<file path="src/verilog/tpg_defs.svh">
// Register offsets, colour values and packet codes for the test pattern source
`ifndef TPG_DEFS_SVH
`define TPG_DEFS_SVH
`define TPG_REG_GO 3'h0
`define TPG_REG_STATUS 3'h1
`define TPG_REG_WIDTH 3'h2
`define TPG_REG_HEIGHT 3'h3
`define TPG_GO_RST 1'h0
`define TPG_RGB_ON 8'hb4
`define TPG_RGB_OFF 8'h10
`define TPG_YCC_WHITE 24'hb48080
`define TPG_YCC_YELLOW 24'ha22c8e
`define TPG_YCC_CYAN 24'h839c2c
`define TPG_YCC_GREEN 24'h70483a
`define TPG_YCC_MAGENTA 24'h54b8c6
`define TPG_YCC_RED 24'h4164d4
`define TPG_YCC_BLUE 24'h23d472
`define TPG_YCC_BLACK 24'h108080
`define TPG_RGB_BLACK 24'h101010
`define TPG_PKT_CTRL 4'hf
`define TPG_PKT_IMG 4'h0
`define TPG_CTRL_LAST 2'h2
`define TPG_BAR_LAST 3'h7
`define TPG_IL_INTERLACED 4'h8
`define TPG_IL_PROGRESSIVE 4'h0
`define TPG_BORDER_NARROW 16'h0001
`define TPG_BORDER_WIDE 16'h0002
`endif

</file>
<file path="src/verilog/tpg_pkg.sv">
// Types shared by the test pattern source
package tpg_pkg;
	typedef enum logic [7:0] {
		ST_IDLE = 8'h01,
		ST_LOAD = 8'h02,
		ST_CALC = 8'h04,
		ST_CHDR = 8'h08,
		ST_CBODY = 8'h10,
		ST_IHDR = 8'h20,
		ST_PIX = 8'h40,
		ST_SPARE = 8'h80
	} tpg_state_t;
	typedef enum logic [1:0] {
		SS_444 = 2'h0,
		SS_422 = 2'h1,
		SS_420 = 2'h2
	} tpg_subsamp_t;
endpackage

</file>
<file path="src/verilog/tpg_top.sv">
// Video test pattern source with control packets and register control
`timescale 1ns/1ps
`include "tpg_defs.svh"

module tpg_top #(
	parameter int BPS = 8,
	parameter int MAX_W = 640,
	parameter int MAX_H = 480,
	parameter bit YCBCR = 1'b0,
	parameter logic [1:0] SUBSAMP = 2'h0,
	parameter bit INTERLACED = 1'b0,
	parameter bit F1_SYNC = 1'b1,
	parameter bit UNIFORM = 1'b0,
	parameter logic [23:0] UNIFORM_COLOR = 24'h808080,
	parameter bit RUNTIME_CTRL = 1'b1
) (
	// Clock and reset
	input wire logic CLK_I,
	input wire logic RESETN_I,
	// Register port
	input wire logic [2:0] REG_ADDR_I,
	input wire logic [31:0] REG_WDATA_I,
	input wire logic REG_WR_I,
	input wire logic REG_RD_I,
	output logic [31:0] REG_RDATA_O,
	// Video stream
	output logic [3*BPS-1:0] VID_DATA_O,
	output logic VID_VALID_O,
	output logic VID_SOP_O,
	output logic VID_EOP_O,
	input wire logic VID_READY_I
);
	localparam int DW = 3 * BPS;
	localparam bit HSUB = YCBCR && (SUBSAMP != 2'h0);
	localparam bit VSUB = YCBCR && (SUBSAMP == 2'h2);

	// Build-time legality
	generate
		if (!YCBCR && SUBSAMP != 2'h0) begin : g_bad_rgb
			$error("RGB output needs 4:4:4 sampling");
		end
		if (SUBSAMP == 2'h2 && INTERLACED) begin : g_bad_vsub
			$error("Vertical subsampling and interlace are exclusive");
		end
		if (SUBSAMP > 2'h2) begin : g_bad_ss
			$error("Unknown subsampling code");
		end
		if (BPS < 4 || BPS > 16) begin : g_bad_bps
			$error("Sample width must be 4 to 16 bits");
		end
		if (MAX_W < 16 || MAX_W > 65535 || MAX_H < 4 || MAX_H > 65535) begin : g_bad_res
			$error("Resolution out of range");
		end
		if ((INTERLACED || VSUB) && (MAX_H % 2 != 0)) begin : g_bad_odd
			$error("Height must be even with interlace or vertical subsampling");
		end
	endgenerate

	// Scale an 8-bit value to the sample width
	function automatic logic [BPS-1:0] scale8(input logic [7:0] v);
		logic [23:0] t;
		t = {v, 16'h0000};
		return t[23 -: BPS];
	endfunction

	// Place a nibble in the low bits of a symbol
	function automatic logic [BPS-1:0] nib(input logic [3:0] v);
		logic [BPS-1:0] s;
		s = '0;
		s[3:0] = v;
		return s;
	endfunction

	// Bar colour lookup, YCbCr as {Y,Cb,Cr}, RGB as {R,G,B}
	function automatic logic [23:0] bar_color(input logic [2:0] bar);
		logic [23:0] c;
		c = `TPG_YCC_BLACK;
		if (YCBCR) begin
			case (bar)
				3'h0: c = `TPG_YCC_WHITE;
				3'h1: c = `TPG_YCC_YELLOW;
				3'h2: c = `TPG_YCC_CYAN;
				3'h3: c = `TPG_YCC_GREEN;
				3'h4: c = `TPG_YCC_MAGENTA;
				3'h5: c = `TPG_YCC_RED;
				3'h6: c = `TPG_YCC_BLUE;
				default: c = `TPG_YCC_BLACK;
			endcase
		end else begin
			c[23:16] = bar[1] ? `TPG_RGB_OFF : `TPG_RGB_ON;
			c[15:8] = bar[2] ? `TPG_RGB_OFF : `TPG_RGB_ON;
			c[7:0] = bar[0] ? `TPG_RGB_OFF : `TPG_RGB_ON;
		end
		return c;
	endfunction

	// Pack a colour into the output beat
	function automatic logic [DW-1:0] pack(input logic [23:0] c, input logic odd);
		logic [DW-1:0] d;
		d = '0;
		if (!YCBCR) begin
			d = {scale8(c[23:16]), scale8(c[15:8]), scale8(c[7:0])};
		end else if (!HSUB) begin
			d = {scale8(c[7:0]), scale8(c[15:8]), scale8(c[23:16])};
		end else begin
			d[2*BPS-1:BPS] = odd ? scale8(c[7:0]) : scale8(c[15:8]);
			d[BPS-1:0] = scale8(c[23:16]);
		end
		return d;
	endfunction

	tpg_pkg::tpg_state_t state_q;
	logic go_q;
	logic status_q;
	logic [15:0] width_q;
	logic [15:0] height_q;
	logic [31:0] rdata_q;
	logic [15:0] w_q;
	logic [15:0] h_q;
	logic [15:0] lh_q;
	logic [15:0] bx_q;
	logic [15:0] by_q;
	logic [15:0] bar_w_q;
	logic [15:0] x_q;
	logic [15:0] y_q;
	logic [15:0] cnt_q;
	logic [2:0] bar_q;
	logic [1:0] cb_q;
	logic field_q;
	logic first_q;
	logic [DW-1:0] data_q;
	logic valid_q;
	logic sop_q;
	logic eop_q;
	logic adv;
	logic go_eff;
	logic border;
	logic last_x;
	logic last_y;
	logic [23:0] pix_c;
	logic [3:0] il_nib;
	logic [15:0] iw;
	logic [15:0] bw_raw;
	logic [3:0] nibs [0:8];

	assign adv = !valid_q || VID_READY_I;
	assign go_eff = RUNTIME_CTRL ? go_q : 1'b1;
	assign last_x = (x_q == w_q - 16'h0001);
	assign last_y = (y_q == lh_q - 16'h0001);

	// Register writes
	always_ff @(posedge CLK_I) begin
		if (!RESETN_I) begin
			go_q <= `TPG_GO_RST;
			width_q <= 16'(MAX_W);
			height_q <= 16'(MAX_H);
		end else if (REG_WR_I) begin
			case (REG_ADDR_I)
				`TPG_REG_GO: go_q <= REG_WDATA_I[0];
				`TPG_REG_WIDTH: width_q <= REG_WDATA_I[15:0];
				`TPG_REG_HEIGHT: height_q <= REG_WDATA_I[15:0];
				default: ;
			endcase
		end
	end

	// Read data stands for one cycle after the strobe
	always_ff @(posedge CLK_I) begin
		if (!RESETN_I) begin
			rdata_q <= 32'h00000000;
		end else if (REG_RD_I) begin
			case (REG_ADDR_I)
				`TPG_REG_GO: rdata_q <= {31'h00000000, go_q};
				`TPG_REG_STATUS: rdata_q <= {31'h00000000, status_q};
				`TPG_REG_WIDTH: rdata_q <= {16'h0000, width_q};
				`TPG_REG_HEIGHT: rdata_q <= {16'h0000, height_q};
				default: rdata_q <= 32'h00000000;
			endcase
		end else begin
			rdata_q <= 32'h00000000;
		end
	end

	// Geometry of the frame being loaded
	always_comb begin
		iw = w_q - (bx_q << 1);
		bw_raw = iw >> 3;
		if (HSUB) begin
			bw_raw = {bw_raw[15:1], 1'b0};
		end
	end

	// Control packet symbols: width, height, then interlace nibble
	always_comb begin
		il_nib = INTERLACED ? (`TPG_IL_INTERLACED | {1'b0, field_q, 1'b0, F1_SYNC}) :
			`TPG_IL_PROGRESSIVE;
		nibs[0] = w_q[15:12];
		nibs[1] = w_q[11:8];
		nibs[2] = w_q[7:4];
		nibs[3] = w_q[3:0];
		nibs[4] = lh_q[15:12];
		nibs[5] = lh_q[11:8];
		nibs[6] = lh_q[7:4];
		nibs[7] = lh_q[3:0];
		nibs[8] = il_nib;
	end

	// Pixel colour with border
	always_comb begin
		border = (x_q < bx_q) || (x_q >= w_q - bx_q) ||
			(y_q < by_q) || (y_q >= lh_q - by_q);
		pix_c = UNIFORM ? UNIFORM_COLOR : bar_color(bar_q);
		if (border) begin
			pix_c = YCBCR ? `TPG_YCC_BLACK : `TPG_RGB_BLACK;
		end
	end

	// Frame sequencer and stream output
	always_ff @(posedge CLK_I) begin
		if (!RESETN_I) begin
			state_q <= tpg_pkg::ST_IDLE;
			status_q <= 1'b0;
			w_q <= 16'(MAX_W);
			h_q <= 16'(MAX_H);
			lh_q <= 16'(MAX_H);
			bx_q <= `TPG_BORDER_NARROW;
			by_q <= `TPG_BORDER_NARROW;
			bar_w_q <= 16'h0000;
			x_q <= 16'h0000;
			y_q <= 16'h0000;
			cnt_q <= 16'h0000;
			bar_q <= 3'h0;
			cb_q <= 2'h0;
			field_q <= 1'b0;
			first_q <= 1'b0;
			data_q <= '0;
			valid_q <= 1'b0;
			sop_q <= 1'b0;
			eop_q <= 1'b0;
		end else begin
			if (adv) begin
				valid_q <= 1'b0;
				sop_q <= 1'b0;
				eop_q <= 1'b0;
			end
			case (state_q)
				tpg_pkg::ST_IDLE: begin
					status_q <= 1'b0;
					if (go_eff) begin
						state_q <= tpg_pkg::ST_LOAD;
					end
				end
				tpg_pkg::ST_LOAD: begin
					w_q <= RUNTIME_CTRL ? width_q : 16'(MAX_W);
					h_q <= RUNTIME_CTRL ? height_q : 16'(MAX_H);
					bx_q <= HSUB ? `TPG_BORDER_WIDE : `TPG_BORDER_NARROW;
					by_q <= VSUB ? `TPG_BORDER_WIDE : `TPG_BORDER_NARROW;
					field_q <= !F1_SYNC;
					first_q <= 1'b1;
					status_q <= 1'b1;
					state_q <= tpg_pkg::ST_CALC;
				end
				tpg_pkg::ST_CALC: begin
					lh_q <= INTERLACED ? (h_q >> 1) : h_q;
					bar_w_q <= bw_raw;
					state_q <= tpg_pkg::ST_CHDR;
				end
				tpg_pkg::ST_CHDR: begin
					if (adv) begin
						data_q <= {{(DW-4){1'b0}}, `TPG_PKT_CTRL};
						valid_q <= 1'b1;
						sop_q <= 1'b1;
						cb_q <= 2'h0;
						state_q <= tpg_pkg::ST_CBODY;
					end
				end
				tpg_pkg::ST_CBODY: begin
					if (adv) begin
						data_q <= {nib(nibs[3*cb_q+2]), nib(nibs[3*cb_q+1]),
							nib(nibs[3*cb_q])};
						valid_q <= 1'b1;
						eop_q <= (cb_q == `TPG_CTRL_LAST);
						cb_q <= cb_q + 2'h1;
						if (cb_q == `TPG_CTRL_LAST) begin
							state_q <= tpg_pkg::ST_IHDR;
						end
					end
				end
				tpg_pkg::ST_IHDR: begin
					if (adv) begin
						data_q <= {{(DW-4){1'b0}}, `TPG_PKT_IMG};
						valid_q <= 1'b1;
						sop_q <= 1'b1;
						x_q <= 16'h0000;
						y_q <= 16'h0000;
						cnt_q <= 16'h0000;
						bar_q <= 3'h0;
						state_q <= tpg_pkg::ST_PIX;
					end
				end
				tpg_pkg::ST_PIX: begin
					if (adv) begin
						data_q <= pack(pix_c, x_q[0]);
						valid_q <= 1'b1;
						eop_q <= last_x && last_y;
						if (x_q >= bx_q) begin
							if (cnt_q == bar_w_q - 16'h0001 && bar_q != `TPG_BAR_LAST) begin
								bar_q <= bar_q + 3'h1;
								cnt_q <= 16'h0000;
							end else begin
								cnt_q <= cnt_q + 16'h0001;
							end
						end
						if (last_x) begin
							x_q <= 16'h0000;
							y_q <= y_q + 16'h0001;
							cnt_q <= 16'h0000;
							bar_q <= 3'h0;
						end else begin
							x_q <= x_q + 16'h0001;
						end
						if (last_x && last_y) begin
							if (INTERLACED && first_q) begin
								first_q <= 1'b0;
								field_q <= !field_q;
								state_q <= tpg_pkg::ST_CHDR;
							end else begin
								state_q <= tpg_pkg::ST_IDLE;
							end
						end
					end
				end
				default: begin
					state_q <= tpg_pkg::ST_IDLE;
				end
			endcase
		end
	end

	assign REG_RDATA_O = rdata_q;
	assign VID_DATA_O = data_q;
	assign VID_VALID_O = valid_q;
	assign VID_SOP_O = sop_q;
	assign VID_EOP_O = eop_q;
endmodule

</file>
<file path="config.mk">
export PLATFORM = sky130hd
export DESIGN_NAME = tpg_top
export DESIGN_NICKNAME = d
export VERILOG_FILES = /design/src/verilog/tpg_pkg.sv /design/src/verilog/tpg_top.sv
export VERILOG_INCLUDE_DIRS = /design/src /design/src/verilog
export SDC_FILE = /design/constraint.sdc
export NUM_CORES = 1
export LEC_CHECK = 0
export BUFFER_PORTS_ARGS = -buffer_cell sky130_fd_sc_hd__buf_2
export CAP_MARGIN = 40
export CORE_AREA = 2 2 161 115
export CTS_BUF_LIST = sky130_fd_sc_hd__clkbuf_8
export CTS_CLUSTER_SIZE = 8
export DETAILED_ROUTE_END_ITERATION = 10
export DIE_AREA = 0 0 163 117
export PLACE_DENSITY = 0.8
export SLEW_MARGIN = 25
export SYNTH_ARGS = -nofsm -noshare
export SYNTH_HDL_FRONTEND = slang
export SYNTH_SLANG_ARGS = --single-unit
</file>
<file path="constraint.sdc">
create_clock -name CLK_I -period 4.75 [get_ports CLK_I]
set_clock_uncertainty 0.2 [all_clocks]
set_input_delay 0.95 -clock CLK_I [delete_from_list [all_inputs] [get_ports CLK_I]]
set_output_delay 0.95 -clock CLK_I [all_outputs]
set_load 0.01 [all_outputs]
</file>
==> impl_metrics.env <==
export IMPL_crit_top_cell="a21oi_1"
export IMPL_placed_cells=1477
export IMPL_rsz0062_at_grt="false"
export IMPL_ys_seq_elements=190
export IMPL_ys_flop_type="dfxtp_1"
export IMPL_p_leak_nw=4.26
export IMPL_clk_latency_ps=500
export IMPL_core_sq_um=17700
export IMPL_grt_usage_pct=27.9
export IMPL_cts_tree="yes"
export IMPL_grt_overflow=0
export IMPL_dr_first_iter_drc_count=1121
export IMPL_clock_power_share_pct=38.3
export IMPL_cts_inserted_buffers=17
export IMPL_drt_pass1_iterations=7
export IMPL_combinationalPowerShare_pct=7.3
export IMPL_routabilityCongestion=0.927
export IMPL_final_hold_violation_count=0
export IMPL_synthXorXnorAreaFrac_pct=7.69
export IMPL_area_growth_pct=7.38
export IMPL_cpPeakStageDelay_ps=580
export IMPL_max_slew_margin_pct=47.5
export IMPL_cap_violations=0
export IMPL_nFillCells=1550
export IMPL_clkTransAtPathRegs_ps=110
export IMPL_powerDensity_nw_per_um2=268
export IMPL_synth_top_family_by_area="simple AND/OR/NAND/NOR gates"
export IMPL_die_w_microns=163
export IMPL_cts_setup_buffers=0
export IMPL_vias=9078
export IMPL_row_count=41
export IMPL_report_final_slew_viol_count=0
export IMPL_antenna_cells=0
export IMPL_crit_required_ps=4970
export IMPL_synthAdderAreaFrac_pct=5.68
export IMPL_start_util_pct=58.5
export IMPL_syn_area_sq_um=10400
export IMPL_die_y_microns=117
export IMPL_tightest_slew_ps=786
export IMPL_setup_violations=0
export IMPL_syn_avg_cell_area_sq_um=8.39
export IMPL_synth_edff_count=0
export IMPL_yosys_area_share_simple_pct=25.2
export IMPL_synth_most_common_cell="nand2_1"
export IMPL_final_instance_count_excl_fill=1511
export IMPL_fin_tns_setup_ps=0
export IMPL_routed_wl_microns=26100
export IMPL_drt_wirelength_per_cell_microns=17.3
export IMPL_ant_nets=0
export IMPL_io_buffer_count=63
export IMPL_cts_root_buf="clkbuf_8"
export IMPL_synth_cell_types=73
export IMPL_worstPathCellList="or4_4 > or3_4 > nor2_1 > nand2_1 > nor3b_1 > xnor2_1 > ha_1 > nand4_1 > nor4_1 > buf_4 > a21oi_1 > nor2_4 > nand3_2 > or3_1 > a21oi_1"
export IMPL_cp_arrival_ps=4540
export IMPL_muxShareOfSynthArea_pct=5.86
export IMPL_internal_power_mw=2.11
export IMPL_yosysWarnings=0
export IMPL_min_path_type="reg2reg"
export IMPL_clk_path_buf_depth=2
export IMPL_clkSinkCount=190
export IMPL_p_sw_share_pct=29.2
export IMPL_drc=0
export IMPL_critPathMaxFanout=10
export IMPL_synth_top_area_share_pct=36.7
export IMPL_switchingPower_uw=871
export IMPL_endpoint_kind="register"
export IMPL_syn_inst=1235
export IMPL_synth_compound_area_share_pct=12.3
export IMPL_synth_area_leaders="dfxtp_1, nand2_1, ha_1"
export IMPL_yosys_top_cells_count="nand2_1, dfxtp_1, nor2_1"
export IMPL_htreeDepth=4
export IMPL_drive_gt1_share_pct=13.3
export IMPL_fin_crit_ps=4320
export IMPL_dieArea_sq_um=19100
export IMPL_start_kind="register"
export IMPL_period_share_pct=90.9
export IMPL_async_reset_ff_share_pct=0
export IMPL_finalNetCount=1349
export IMPL_cts_resized=0
export IMPL_io_pins=99
export IMPL_hpwl_microns=18500
export IMPL_yosys_area_top_type="dfxtp_1"
export IMPL_grt_max_degree=84
export IMPL_outcome="completed"
export IMPL_crit_type="reg2reg"
export IMPL_grt_antenna_before_repair=0
export IMPL_fmax_mhz=232
export IMPL_seq_area_frac_synth_pct=36.7
export IMPL_grt_first_pass_wirelength_microns=41900
export IMPL_grt_pass1_vias=8215
export IMPL_postCtsHoldBufs=0
export IMPL_ir_drop_uv=167
export IMPL_pwr_share_seq_pct=54.3
export IMPL_routed_via_density=6.01
export IMPL_slowest_stage="or4_4"
==> cell type report <==
| type | count | area, sq um | share of cell area [%] |
|---|---|---|---|
| Clock buffer | 17 | 234 | 2.10 |
| Clock inverter | 15 | 200 | 1.80 |
| Inverter | 23 | 86.3 | 0.776 |
| Multi-Input combinational cell | 939 | 5960 | 53.6 |
| Sequential cell | 190 | 3800 | 34.2 |
| Tap cell | 236 | 295 | 2.65 |
| Timing Repair Buffer | 91 | 547 | 4.92 |
==> cell families after synthesis <==
kind of cell / after synthesis
simple gates: 541
compound gates: 207
flops: 190
buf+inv: 124
xor+xnor: 91
fa+ha+maj: 47
mux: 34
other cells: 1
==> routing by layer <==
metal	wire [microns]	GRT usage, %	share of wire (%)
met1	11600	38.8	45
met4	609	9.09	2.3
met2	11900	44.0	45
met5	0	0	0
met3	2000	5.57	7.7
==> critical path, delay by kind of cell, from the launching register on <==
| kind | cells | cell delay (ps) |
|---|---|---|
| and+or+nand+nor | 10 | 2720 |
| DFF | 1 | 340 |
| AOI/OAI and AO/OA | 2 | 340 |
| adders and majority gates | 1 | 320 |
| buffers and inverters | 1 | 190 |
| xor gates and xnor gates | 1 | 120 |
==> state kept, by name, indices dropped and copies added, names as in the netlist, named ones only <==
name         flops
status_q         1
cnt_q           16
REG_RDATA_O     16
w_q             16
VID_DATA_O      16
cb_q             2
VID_EOP_O        1
go_eff           1
h_q             16
state_q          7
bar_w_q         13
height_q        16
bar_q            3
x_q             16
y_q             16
lh_q            16
width_q         16
==> cells in the final DEF (no fill, tap or decap), types with 11 or more instances in the layout <==
master,count
nand2_1,211
dfxtp_1,190
nor2_1,124
a21oi_1,105
buf_2,63
xnor2_1,52
ha_1,47
nand3_1,42
xor2_1,39
nor3_1,30
buf_4,25
inv_1,22
nand4_1,22
o21ai_0,21
a22oi_1,21
nor4_1,19
conb_1,19
mux4_2,18
clkbuf_8,17
nand2b_1,14
or3_1,12
and3_1,11
==> path summary, 6_finish.rpt <==
path / from / endpoint / slack [ps] / cells after the start
worst min register to register: VID_DATA_O[9] / VID_DATA_O[9] / 260 / 2
worst max register to register: w_q[1] / y_q[14] / 430 / 15
worst max-delay path: w_q[1] / y_q[14] / 430 / 15
worst min-delay path: VID_DATA_O[9] / VID_DATA_O[9] / 260 / 2
==> metrics by stage <==
step                hold slack (ps)  utilization, %  cell area [sq um]  setup slack (ps)  power (mW)
global route                    278            62.9              11100               105        3.08
finish                          260            62.9              11100               432        2.98
detailed placement              247            60.2              10700               330        1.87
CTS                             263            62.6              11100               311        2.99
floorplan                       232               -              10400               454        1.82
global placement                236            60.1              10600               450        1.86
==> power groups by stage <==
| stage | Combinational, mW | Clock (mW) | Sequential [mW] |
|---|---|---|---|
| after floorplan | 0.168 | 0 | 1.65 |
| after global placement | 0.208 | 0 | 1.66 |
| after detailed placement | 0.210 | 0 | 1.66 |
| after CTS | 0.211 | 1.15 | 1.62 |
| after global routing | 0.237 | 1.22 | 1.62 |
| final | 0.219 | 1.14 | 1.62 |
Power figures use the tool's default switching activity.
